## src/acs_seq_defs.svh

```systemverilog
`ifndef ACS_SEQ_DEFS_SVH
`define ACS_SEQ_DEFS_SVH

// Register byte offsets on the Wishbone slave
`define ACS_OFS_CTRL 8'h00
`define ACS_OFS_SHADOW 8'h04
`define ACS_OFS_STATUS 8'h08

// Control register fields
`define ACS_CTRL_ADDR_LSB 0
`define ACS_CTRL_ADDR_MSB 2
`define ACS_CTRL_SHADOW_ENABLE_BIT 3
`define ACS_CTRL_SEQ_BIT 4
`define ACS_CTRL_CFGLO_BIT 5
`define ACS_CTRL_CFGHI_BIT 6
`define ACS_CTRL_REF_BIT 7

// Status register fields
`define ACS_STAT_CHAN_LSB 0
`define ACS_STAT_RUN_BIT 3
`define ACS_STAT_MODE_LSB 4
`define ACS_STAT_REF_BIT 6

// Reset values
`define ACS_CTRL_RESET 8'h00
`define ACS_SHADOW_RESET 8'h00
`define ACS_CHAN_RESET 3'h0

`endif

```

## src/acs_pkg.sv

```systemverilog
`default_nettype none

package acs_pkg;

  typedef enum logic [2:0]
  {
    ACS_DIRECT = 3'b001,
    ACS_PROG = 3'b010,
    ACS_CONSEC = 3'b100
  } acs_seq_state_t;

  // Encoded as {input_config_bit_high, input_config_bit_low}
  typedef enum logic [1:0]
  {
    ACS_SINGLE = 2'b00,
    ACS_PSEUDO_PAIRS = 2'b01,
    ACS_FULL_DIFF = 2'b10,
    ACS_PSEUDO_COMMON = 2'b11
  } acs_in_cfg_t;

endpackage : acs_pkg

`default_nettype wire

```

## src/acs_reg_if.sv

```systemverilog
`timescale 1ns/1ns
`default_nettype none

interface acs_reg_if;
  logic ctrlWrite;
  logic shadowWrite;
  logic [7:0] ctrlWord;
  logic [7:0] shadowMask;
  logic [7:0] statusWord;

  modport regs
  (
    output ctrlWrite,
    output shadowWrite,
    output ctrlWord,
    output shadowMask,
    input statusWord
  );

  modport core
  (
    input ctrlWrite,
    input shadowWrite,
    input ctrlWord,
    input shadowMask,
    output statusWord
  );
endinterface : acs_reg_if

`default_nettype wire

```

## src/acs_wb_regs.sv

```systemverilog
`timescale 1ns/1ns
`default_nettype none
`include "acs_seq_defs.svh"

module acs_wb_regs
  import acs_pkg::*;
(
  // Clock, reset, enable
  input wire logic mclk,
  input wire logic rst_n,
  input wire logic ce,
  // Wishbone slave
  input wire logic wb_cyc_i,
  input wire logic wb_stb_i,
  input wire logic wb_we_i,
  input wire logic [7:0] wb_adr_i,
  input wire logic [3:0] wb_sel_i,
  input wire logic [31:0] wb_dat_i,
  output logic [31:0] wb_dat_o,
  output logic wb_ack_o,
  // Toward the sequencer core
  acs_reg_if.regs rif
);

  logic take;
  logic wrLane0;

  // One request per ack; ack drops the cycle after it rose
  assign take = wb_cyc_i & wb_stb_i & ~wb_ack_o;
  assign wrLane0 = take & wb_we_i & wb_sel_i[0];

  ////////////////////////////////////////////////////////////////////////
  always_ff @(posedge mclk or negedge rst_n)
  begin
    if (!rst_n)
      wb_ack_o <= 1'b0;
    else if (ce)
      wb_ack_o <= take;
  end

  always_ff @(posedge mclk or negedge rst_n)
  begin
    if (!rst_n)
    begin
      rif.ctrlWord <= `ACS_CTRL_RESET;
      rif.ctrlWrite <= 1'b0;
    end
    else if (ce)
    begin
      rif.ctrlWrite <= wrLane0 && wb_adr_i == `ACS_OFS_CTRL;
      if (wrLane0 && wb_adr_i == `ACS_OFS_CTRL)
        rif.ctrlWord <= wb_dat_i[7:0];
    end
  end

  // Whole mask lands in one write, no byte pairing
  always_ff @(posedge mclk or negedge rst_n)
  begin
    if (!rst_n)
    begin
      rif.shadowMask <= `ACS_SHADOW_RESET;
      rif.shadowWrite <= 1'b0;
    end
    else if (ce)
    begin
      rif.shadowWrite <= wrLane0 && wb_adr_i == `ACS_OFS_SHADOW;
      if (wrLane0 && wb_adr_i == `ACS_OFS_SHADOW)
        rif.shadowMask <= wb_dat_i[7:0];
    end
  end

  // Unmapped addresses still ack, reading zero
  always_ff @(posedge mclk or negedge rst_n)
  begin
    if (!rst_n)
      wb_dat_o <= 32'h00000000;
    else if (ce && take && !wb_we_i)
    begin
      case (wb_adr_i)
        `ACS_OFS_CTRL: wb_dat_o <= {24'h000000, rif.ctrlWord};
        `ACS_OFS_SHADOW: wb_dat_o <= {24'h000000, rif.shadowMask};
        `ACS_OFS_STATUS: wb_dat_o <= {24'h000000, rif.statusWord};
        default: wb_dat_o <= 32'h00000000;
      endcase
    end
  end

endmodule : acs_wb_regs

`default_nettype wire

```

## src/acs_chan_step.sv

```systemverilog
`timescale 1ns/1ns
`default_nettype none

module acs_chan_step
  import acs_pkg::*;
#(
  parameter int NumChan = 8,
  parameter int ChanW = 3
)
(
  // Selection mask and current pointer
  input wire logic [NumChan-1:0] mask,
  input wire logic [ChanW-1:0] cur,
  // Results
  output logic [ChanW-1:0] lowest,
  output logic [ChanW-1:0] nextSel,
  output logic anySel
);

  logic foundNext;

  // Descending scan: the last hit is the smallest qualifying index
  always_comb
  begin
    lowest = '0;
    nextSel = '0;
    foundNext = 1'b0;
    for (int i = NumChan - 1; i >= 0; i--)
    begin
      if (mask[i])
        lowest = ChanW'(i);
      if (mask[i] && i > int'(cur))
      begin
        nextSel = ChanW'(i);
        foundNext = 1'b1;
      end
    end
    if (!foundNext)
      nextSel = lowest;
    anySel = |mask;
  end

endmodule : acs_chan_step

`default_nettype wire

```

## src/acs_channel_sequencer.sv

```systemverilog
// Added by the designer: the Wishbone register port and the address map.
`timescale 1ns/1ns
`default_nettype none
`include "acs_seq_defs.svh"

module acs_channel_sequencer
  import acs_pkg::*;
(
  // Clock, reset, enable
  input wire logic mclk,
  input wire logic rst_n,
  input wire logic ce,
  // Wishbone slave
  input wire logic wb_cyc_i,
  input wire logic wb_stb_i,
  input wire logic wb_we_i,
  input wire logic [7:0] wb_adr_i,
  input wire logic [3:0] wb_sel_i,
  input wire logic [31:0] wb_dat_i,
  output logic [31:0] wb_dat_o,
  output logic wb_ack_o,
  // Converter handshake
  input wire logic convDone,
  // Multiplexer and front-end control
  output logic [2:0] muxChannel,
  output acs_in_cfg_t inputMode,
  output logic diffPair,
  output logic commonNegIn,
  output logic refInternal,
  output logic seqActive
);

  acs_reg_if rif();

  acs_seq_state_t seqState_reg;
  logic [2:0] muxChannel_reg;
  logic [2:0] seqEnd_reg;
  acs_in_cfg_t inputMode_reg;
  logic diffPair_reg;
  logic commonNegIn_reg;
  logic refInternal_reg;
  logic seqActive_reg;
  logic seqActive_next;

  logic [2:0] addrField;
  logic [1:0] seqBits;
  logic ctrlLoad;
  logic [2:0] lowestSel;
  logic [2:0] nextSel;
  logic anySel;

  ////////////////////////////////////////////////////////////////////////
  acs_wb_regs u_regs
  (
    .mclk(mclk),
    .rst_n(rst_n),
    .ce(ce),
    .wb_cyc_i(wb_cyc_i),
    .wb_stb_i(wb_stb_i),
    .wb_we_i(wb_we_i),
    .wb_adr_i(wb_adr_i),
    .wb_sel_i(wb_sel_i),
    .wb_dat_i(wb_dat_i),
    .wb_dat_o(wb_dat_o),
    .wb_ack_o(wb_ack_o),
    .rif(rif)
  );

  acs_chan_step #(.NumChan(8), .ChanW(3)) u_step
  (
    .mask(rif.shadowMask),
    .cur(muxChannel_reg),
    .lowest(lowestSel),
    .nextSel(nextSel),
    .anySel(anySel)
  );

  ////////////////////////////////////////////////////////////////////////
  assign addrField = rif.ctrlWord[`ACS_CTRL_ADDR_MSB:`ACS_CTRL_ADDR_LSB];
  assign seqBits = {rif.ctrlWord[`ACS_CTRL_SEQ_BIT],
                    rif.ctrlWord[`ACS_CTRL_SHADOW_ENABLE_BIT]};
  // The keep-running combination never reloads the pointer
  assign ctrlLoad = rif.ctrlWrite && seqBits != 2'b10;

  assign rif.statusWord = {1'b0, refInternal_reg, inputMode_reg,
                           seqActive_reg, muxChannel_reg};

  assign muxChannel = muxChannel_reg;
  assign inputMode = inputMode_reg;
  assign diffPair = diffPair_reg;
  assign commonNegIn = commonNegIn_reg;
  assign refInternal = refInternal_reg;
  assign seqActive = seqActive_reg;

  ////////////////////////////////////////////////////////////////////////
  // Mode selection
  always_ff @(posedge mclk or negedge rst_n)
  begin
    if (!rst_n)
      seqState_reg <= ACS_DIRECT;
    else if (ce && rif.ctrlWrite)
    begin
      case (seqBits)
        2'b00: seqState_reg <= ACS_DIRECT;
        2'b01: seqState_reg <= ACS_PROG;
        2'b11: seqState_reg <= ACS_CONSEC;
        default: seqState_reg <= seqState_reg;
      endcase
    end
  end

  // Channel pointer; a load wins over an advance in the same cycle
  always_ff @(posedge mclk or negedge rst_n)
  begin
    if (!rst_n)
    begin
      muxChannel_reg <= `ACS_CHAN_RESET;
      seqEnd_reg <= `ACS_CHAN_RESET;
    end
    else if (ce)
    begin
      if (ctrlLoad)
      begin
        case (seqBits)
          2'b00: muxChannel_reg <= addrField;
          2'b01: muxChannel_reg <= lowestSel;
          default:
          begin
            muxChannel_reg <= 3'h0;
            seqEnd_reg <= addrField;
          end
        endcase
      end
      else if (rif.shadowWrite && seqState_reg == ACS_PROG)
        muxChannel_reg <= lowestSel;
      else if (convDone)
      begin
        // No register traffic needed to keep stepping
        case (seqState_reg)
          ACS_PROG:
            if (anySel)
              muxChannel_reg <= nextSel;
          ACS_CONSEC:
            if (muxChannel_reg == seqEnd_reg)
              muxChannel_reg <= 3'h0;
            else
              muxChannel_reg <= muxChannel_reg + 3'h1;
          default:
            muxChannel_reg <= muxChannel_reg;
        endcase
      end
    end
  end

  // Shadow mask plays no part in the consecutive run
  always_comb
  begin
    case (seqState_reg)
      ACS_PROG: seqActive_next = anySel;
      ACS_CONSEC: seqActive_next = 1'b1;
      default: seqActive_next = 1'b0;
    endcase
  end

  always_ff @(posedge mclk or negedge rst_n)
  begin
    if (!rst_n)
      seqActive_reg <= 1'b0;
    else if (ce)
      seqActive_reg <= seqActive_next;
  end

  // Input configuration and reference, applied on every control write
  always_ff @(posedge mclk or negedge rst_n)
  begin
    if (!rst_n)
    begin
      inputMode_reg <= ACS_SINGLE;
      diffPair_reg <= 1'b0;
      commonNegIn_reg <= 1'b0;
      refInternal_reg <= 1'b0;
    end
    else if (ce && rif.ctrlWrite)
    begin
      refInternal_reg <= rif.ctrlWord[`ACS_CTRL_REF_BIT];
      case ({rif.ctrlWord[`ACS_CTRL_CFGHI_BIT],
             rif.ctrlWord[`ACS_CTRL_CFGLO_BIT]})
        2'b01:
        begin
          inputMode_reg <= ACS_PSEUDO_PAIRS;
          diffPair_reg <= 1'b1;
          commonNegIn_reg <= 1'b0;
        end
        2'b10:
        begin
          inputMode_reg <= ACS_FULL_DIFF;
          diffPair_reg <= 1'b1;
          commonNegIn_reg <= 1'b0;
        end
        2'b11:
        begin
          inputMode_reg <= ACS_PSEUDO_COMMON;
          diffPair_reg <= 1'b0;
          commonNegIn_reg <= 1'b1;
        end
        default:
        begin
          inputMode_reg <= ACS_SINGLE;
          diffPair_reg <= 1'b0;
          commonNegIn_reg <= 1'b0;
        end
      endcase
    end
  end
endmodule : acs_channel_sequencer

`default_nettype wire

```

## config.mk

```make
export PLATFORM = sky130hd
export DESIGN_NAME = acs_channel_sequencer
export DESIGN_NICKNAME = d
export VERILOG_FILES = /design/src/acs_pkg.sv /design/src/acs_reg_if.sv /design/src/acs_wb_regs.sv /design/src/acs_chan_step.sv /design/src/acs_channel_sequencer.sv
export VERILOG_INCLUDE_DIRS = /design/src
export SDC_FILE = /design/constraint.sdc
export NUM_CORES = 1
export LEC_CHECK = 0
export BUFFER_PORTS_ARGS = -buffer_cell sky130_fd_sc_hd__buf_2
export CAP_MARGIN = 10
export CORE_ASPECT_RATIO = 0.7
export CORE_UTILIZATION = 45
export CTS_BUF_LIST = sky130_fd_sc_hd__clkbuf_4
export CTS_CLUSTER_SIZE = 25
export DETAILED_ROUTE_END_ITERATION = 6
export PLACE_DENSITY = 0.73
export RECOVER_POWER = 100
export SYNTH_ARGS = -nofsm -noshare
export SYNTH_HDL_FRONTEND = slang
export SYNTH_SLANG_ARGS = --single-unit
```

## constraint.sdc

```tcl
create_clock -name mclk -period 2.75 [get_ports mclk]
set_input_delay 0 -clock mclk [delete_from_list [all_inputs] [get_ports mclk]]
set_output_delay 0 -clock mclk [all_outputs]
set_load 0.05 [all_outputs]
```

==> results of run 1 <==
-- where the power goes --
part | internal [W] | leakage, nW | total (W) | switching [W]
sequential | 0.000644 | 0.559 | 0.000692 | 0.0000479
combinational | 0.000110 | 0.787 | 0.000396 | 0.000285
clock | 0.0000996 | 0.0312 | 0.000313 | 0.000214
-- cell type report --
| type | count | area (um^2) |
|---|---|---|
| Clock inverter | 3 | 21.27 |
| Clock buffer | 5 | 37.54 |
| Fill cell | 521 | 2495 |
| Timing Repair Buffer | 56 | 327.8 |
| Tap cell | 72 | 90.09 |
| Inverter | 13 | 50.05 |
| Multi-Input combinational cell | 205 | 1321 |
| Sequential cell | 42 | 1052 |
-- worst max-delay path by stage --
stage,from,to,slack [ns],depth (start not counted)
final,wb_adr_i[1],u_regs.rif.ctrlWord[3],0.32,8
after global routing,u_regs.rif.shadowMask[0],muxChannel[1],0.19,6
after CTS,wb_adr_i[1],u_regs.rif.ctrlWord[3],0.44,8
after detailed placement,muxChannel[1],muxChannel[0],0.69,7
after global placement,muxChannel[1],muxChannel[0],0.71,7
after floorplan,muxChannel[0],muxChannel[2],0.40,9
-- metal layers --
layer	up-vias	global-route usage, %	wire, um
met1	1011	32.14	3141
met3	5	4.051	413
met4	0	5.577	39
met2	78	30.79	2651
li1	1018	-	-
met5	-	0	0
-- synth_stat cells, drive strengths merged, types with 4 or more instances --
| master | n | share of area (%) |
|---|---|---|
| a21oi | 17 | 3.3 |
| buf | 27 | 7.5 |
| clkbuf | 8 | 1.2 |
| dfrtp | 41 | 40 |
| ha | 8 | 3.9 |
| inv | 12 | 1.7 |
| mux2 | 21 | 10 |
| mux2i | 8 | 3.1 |
| nand2 | 26 | 4.0 |
| nand2b | 4 | 0.96 |
| nand3 | 4 | 0.77 |
| nor2 | 17 | 2.7 |
| nor3 | 6 | 1.2 |
| nor4 | 4 | 0.96 |
| o21ai | 23 | 4.6 |
-- metrics by stage --
step / util (%) / total power [W] / hold WS [ns] / worst slack (ns)
floorplan: - / 0.001015 / -0.2956 / 0.4035
global placement: 51.30 / 0.001085 / 0.1914 / 0.7103
detailed placement: 51.30 / 0.001092 / 0.1908 / 0.6860
CTS: 54.80 / 0.001413 / 0.003706 / 0.4437
global route: 53.76 / 0.001471 / 0.01569 / 0.1924
finish: 53.76 / 0.001401 / -0.01063 / 0.3214
-- worst max-delay path: stages --
cell and delay [ns]:
dlygate4sd3_1 0.53, buf_2 0.12, nor2_1 0.10, dlygate4sd3_1 0.55, nand2_1 0.08, or4_1 0.59
nor2_4 0.33, mux2_2 0.38
-- cells in the final DEF, fill, tap and decap left out, types with 2 or more instances in the layout --
master / count
nand4_1: 3
o21ai_0: 22
mux2_1: 7
clkbuf_1: 18
inv_1: 12
nor3_1: 6
xnor2_1: 3
nor4b_1: 2
dfrtp_1: 41
nand3_1: 4
o21a_1: 2
or2_2: 2
o31a_1: 3
conb_1: 24
nand2_1: 25
or4_1: 3
ha_1: 8
a211o_1: 2
nor4_1: 4
dlygate4sd3_1: 13
clkbuf_4: 5
a21boi_0: 2
mux2i_1: 8
mux2_2: 13
nor2b_1: 2
buf_2: 23
nor3b_1: 2
a221oi_1: 3
nand2b_1: 4
a21oi_1: 17
buf_4: 2
nor2_1: 16
o41ai_1: 3
-- timing repair --
item | in CTS | in global routing
setup buffers | 0 | 0
hold buffers | 13 | 0
endpoints found under the hold margin | 60 | 0
-- logic make-up after synthesis --
| group | count (synthesis) |
|---|---|
| AOI/OAI and AO/OA | 64 |
| xor gates and xnor gates | 3 |
| adders and majority gates | 8 |
| buffers and inverters | 48 |
| DFF | 42 |
| muxes | 29 |
| other | 1 |
| and+or+nand+nor | 77 |
==> results.json, run 1 <==
{
  "status": "finished, violations left",
  "violations": "hold timing",
  "min_to": "u_regs.wb_ack_o",
  "grt-ovfl-total": 0,
  "core_area_um2": 5395,
  "hold_depth": 3,
  "grt_pass1_vias": 1916,
  "netlist_instances": 272,
  "vias_per_cell": 5.333,
  "cts_buffers": 5,
  "clockBufferDepth": 2,
  "fmax_mhz": 411.8,
  "tritoncts": "done",
  "synth_seq_cells": 42,
  "ys_seq_area_share_pct": 40.53,
  "vias": 2112,
  "crit_type": "primary input to register",
  "path_max_fanout": 10,
  "clkSinkCount": 42,
  "hold_start": "wb_stb_i",
  "grt_start_max_net_pins": 43,
  "die_area_um2": 6082,
  "stdcell_area_um2": 2900,
  "min_period_over_period_pct": 88.31,
  "setup_viol": 0,
  "reg_top3": "u_regs.rif.ctrlWord (8), u_regs.rif.shadowMask (8), u_regs.wb_dat_o (8)",
  "place_area_um2": 2768,
  "maxCapViolCount": 0,
  "wl_per_cell_um": 15.77,
  "die_h_um": 65.55,
  "synth_edf_count": 0,
  "nets": 382,
  "worstPathRequired_ns": 3.00,
  "diodes": 0,
  "synth_cell_types": 49,
  "r2r_cells": 6,
  "power_leakage_nw": 1.377,
  "grt_usage_pct": 21.24,
  "arrival_ns": 2.68,
  "io_pins": 93,
  "fin_crit_ns": 2.429,
  "port_buffers": 41,
  "die-width_um": 92.79,
  "post-place-cells": 375,
  "drt_iter0_markers": 166,
  "finClkSkew_ns": 0.01317,
  "reg2reg_from": "u_regs.rif.shadowMask[2]",
  "synthSimpleGateAreaFrac_pct": 15.13,
  "ys.flop_type": "dfrtp_1",
  "async_flop_share_pct": 100.0,
  "yosysWarnings": 0,
  "hold_viol": 1,
  "placementRows": 22,
  "htreeDepth": 2,
  "clockRootBuffer": "clkbuf_4",
  "synthMuxAreaShare_pct": 13.35,
  "synth_top_family_by_area": "compound AO/OA/AOI/OAI gates",
  "r2r-end": "muxChannel[1]",
  "powerDensity_nw_per_um2": 483.0,
  "syn_area_um2": 2596,
  "hold_ws_ns": -0.01063,
  "initial_core_util_pct": 48.12,
  "hpwl_um": 4479,
  "antenna_found_initial": 0,
  "reg2reg_setup_slack_ns": 0.43,
  "slew_viol_final": 0,
  "synthXorXnorAreaFrac_pct": 1.012,
  "syn2layout_area_growth_pct": 11.71,
  "rsz0062_at_grt": "false",
  "grt_pass1_wl_um": 9798,
  "postRouteWirelength_um": 6244,
  "avgSynthCellArea_um2": 9.545,
  "fin_cells": 396,
  "gp_congestion": 0.9394,
  "drt_pass1_iterations": 4,
  "drive_gt1_share_pct": 16.36,
  "drc": 0,
  "cp-start-kind": "primary input",
  "slew_headroom_pct": 38.54,
  "worst_pin_slew_ns": 0.9219,
  "cts-resized-gates": 0,
  "ant_nets": 0,
  "end_kind": "register",
  "clkTransAtPathRegs_ns": 0.13,
  "clock_latency_ns": 0.36,
  "min_path_type": "primary input to register",
  "fin_setup_tns_ns": 0,
  "synthAdderAreaFrac_pct": 3.855,
  "synth-compound-area-share_pct": 15.37,
  "ir_drop_mv": 0.2693
}
No activity file was read; power rests on OpenSTA's default activity.
==> inputs of run 2 (changes only) <==
==> constraint.sdc (replaced) <==
create_clock -name mclk -period 2.75 [get_ports mclk]
set_input_delay 0 -clock mclk [delete_from_list [all_inputs] [get_ports mclk]]
set_output_delay 0 -clock mclk [all_outputs]
set_load 0.01 [all_outputs]
==> results.json, run 2 (synthesis gave the netlist of run 1 again) <==
{
  "setup_viol": 0,
  "postRouteWirelength_um": 6279,
  "worstPathRequired_ns": 3.00,
  "drt_pass1_iterations": 5,
  "cts_buffers": 5,
  "critPathSlowestCell": "or4_1",
  "grt_pass1_vias": 1916,
  "drc": 0,
  "final_cell_mix": "dfrtp_1 (41), nand2_1 (25), conb_1 (24), buf_2 (24), o21ai_0 (22)",
  "cts_setup_buffers": 0,
  "hold_ws_ns": -0.005390,
  "vias_per_cell": 5.374,
  "die_h_um": 65.55,
  "cp_slowest_stage_delay_ns": 0.59,
  "fin_setup_tns_ns": 0,
  "violations": "hold timing",
  "antenna_found_initial": 0,
  "grt_pass1_wl_um": 9798,
  "gp_congestion": 0.9394,
  "die_area_um2": 6082,
  "status": "finished, violations left",
  "p_total_w": 0.001273,
  "wl_per_cell_um": 15.86,
  "slew_headroom_pct": 37.82,
  "clockRootBuffer": "clkbuf_4",
  "worst_pin_slew_ns": 0.9326,
  "fin_crit_ns": 2.416,
  "ir_drop_mv": 0.2693,
  "worst-path-buf-inv": 3,
  "critical-path-top-delay-family": "buffers and inverters",
  "drt_iter0_markers": 166,
  "ant_nets": 0,
  "port_buffers": 41,
  "crit_cells": 8,
  "arrival_ns": 2.67,
  "vias": 2128,
  "hpwl_um": 4479,
  "slew_viol_final": 0,
  "clkSinkCount": 42,
  "diodes": 0,
  "grt-ovfl-total": 0,
  "critical_path.most_common_cell": "dlygate4sd3_1",
  "nets": 382,
  "die-width_um": 92.79,
  "rsz0062_at_grt": "false",
  "path_max_fanout": 10,
  "powerDensity_nw_per_um2": 439.2,
  "cp-start-kind": "primary input",
  "end_kind": "register",
  "grt_usage_pct": 21.24,
  "nFillCells": 524,
  "clock_latency_ns": 0.36,
  "syn2layout_area_growth_pct": 11.61,
  "crit_type": "primary input to register",
  "tritoncts": "done",
  "clockBufferDepth": 2,
  "min_period_over_period_pct": 87.85,
  "initial_core_util_pct": 48.12,
  "power_leakage_nw": 1.377,
  "maxCapViolCount": 0,
  "final_common_cell": "dfrtp_1",
  "hold_viol": 1,
  "core_area_um2": 5395,
  "finClkSkew_ns": 0.01262,
  "r2r_cells": 6,
  "min_path_type": "primary input to register",
  "io_pins": 93,
  "fmax_mhz": 413.9,
  "reg_top3": "u_regs.rif.ctrlWord (8), u_regs.rif.shadowMask (8), u_regs.wb_dat_o (8)",
  "drive_gt1_share_pct": 16.36,
  "hold_depth": 3,
  "clkTransAtPathRegs_ns": 0.12,
  "grt_start_max_net_pins": 43,
  "crit_chain": "dlygate4sd3_1, buf_2, nor2_1, dlygate4sd3_1, nand2_1, or4_1, nor2_4, mux2_2",
  "htreeDepth": 2,
  "placementRows": 22
}
## run 2: cell types whose count changed in the layout (fill, tap and decap cells not counted)
cell   delta
buf_2     +1
buf_4     -1
## run 2: cell type report
cell class / instances / area (um^2) / share of cell area (%)
Clock inverter: 3 / 21.27 / 0.7340
Inverter: 13 / 50.05 / 1.727
Timing Repair Buffer: 56 / 325.3 / 11.23
Clock buffer: 5 / 37.54 / 1.295
Multi-Input combinational cell: 205 / 1321 / 45.60
Sequential cell: 42 / 1052 / 36.31
Tap cell: 72 / 90.09 / 3.109
## run 2: final timing paths
kind,start,end,slack [ns]
worst max-delay path,wb_adr_i[1],u_regs.rif.ctrlWord[3],0.33
worst min register to register,u_regs.wb_dat_o[7],u_regs.wb_dat_o[7],0.49
min in group asynchronous,rst_n,u_regs.wb_dat_o[7],0.29
worst min-delay path,wb_stb_i,u_regs.wb_ack_o,-0.005
worst max register to register,u_regs.rif.shadowMask[2],muxChannel[1],0.42
max in group asynchronous,rst_n,u_regs.rif.shadowMask[0],1.86
## run 2: stage by stage
step / setup WS, ns / hold WS, ns / utilization [%] / cells / instance area (um^2)
after floorplan: 0.7112 / -0.2956 / - / 295 / 2683
after global routing: 0.1924 / 0.01569 / 53.71 / 396 / 2898
after global placement: 0.7103 / 0.1914 / 51.30 / 375 / 2768
final: 0.3341 / -0.005390 / 53.71 / 396 / 2898
after detailed placement: 0.6860 / 0.1908 / 51.30 / 375 / 2768
after CTS: 0.4437 / 0.003706 / 54.80 / 396 / 2957
## run 2: what timing repair did
| item | 4_1_cts | 5_1_grt |
|---|---|---|
| resized for setup | 0 | 0 |
| hold endpoints to repair | 60 | 0 |
| hold buffers | 13 | 0 |
## run 2: per-layer routing
metal | vias up | routed length (um) | GRT usage [%]
li1 | 1020 | - | -
met1 | 1024 | 3154 | 32.14
met2 | 79 | 2635 | 30.79
met3 | 5 | 449 | 4.051
met4 | 0 | 39 | 5.577
met5 | - | 0 | 0
## run 2: worst reg2reg max path, cell delays in order (launching register included)
cell and delay (ns):
dfrtp_1 0.47, or4_1 0.59, o21ai_0 0.27, a211oi_1 0.18, o21ai_0 0.44, a21oi_1 0.15, o31a_1 0.12
## run 2: report_power, final
part           internal (W)  switching [W]
Sequential         0.000644      0.0000485
Combinational      0.000108       0.000159
Clock             0.0000996       0.000214
Total              0.000851       0.000421
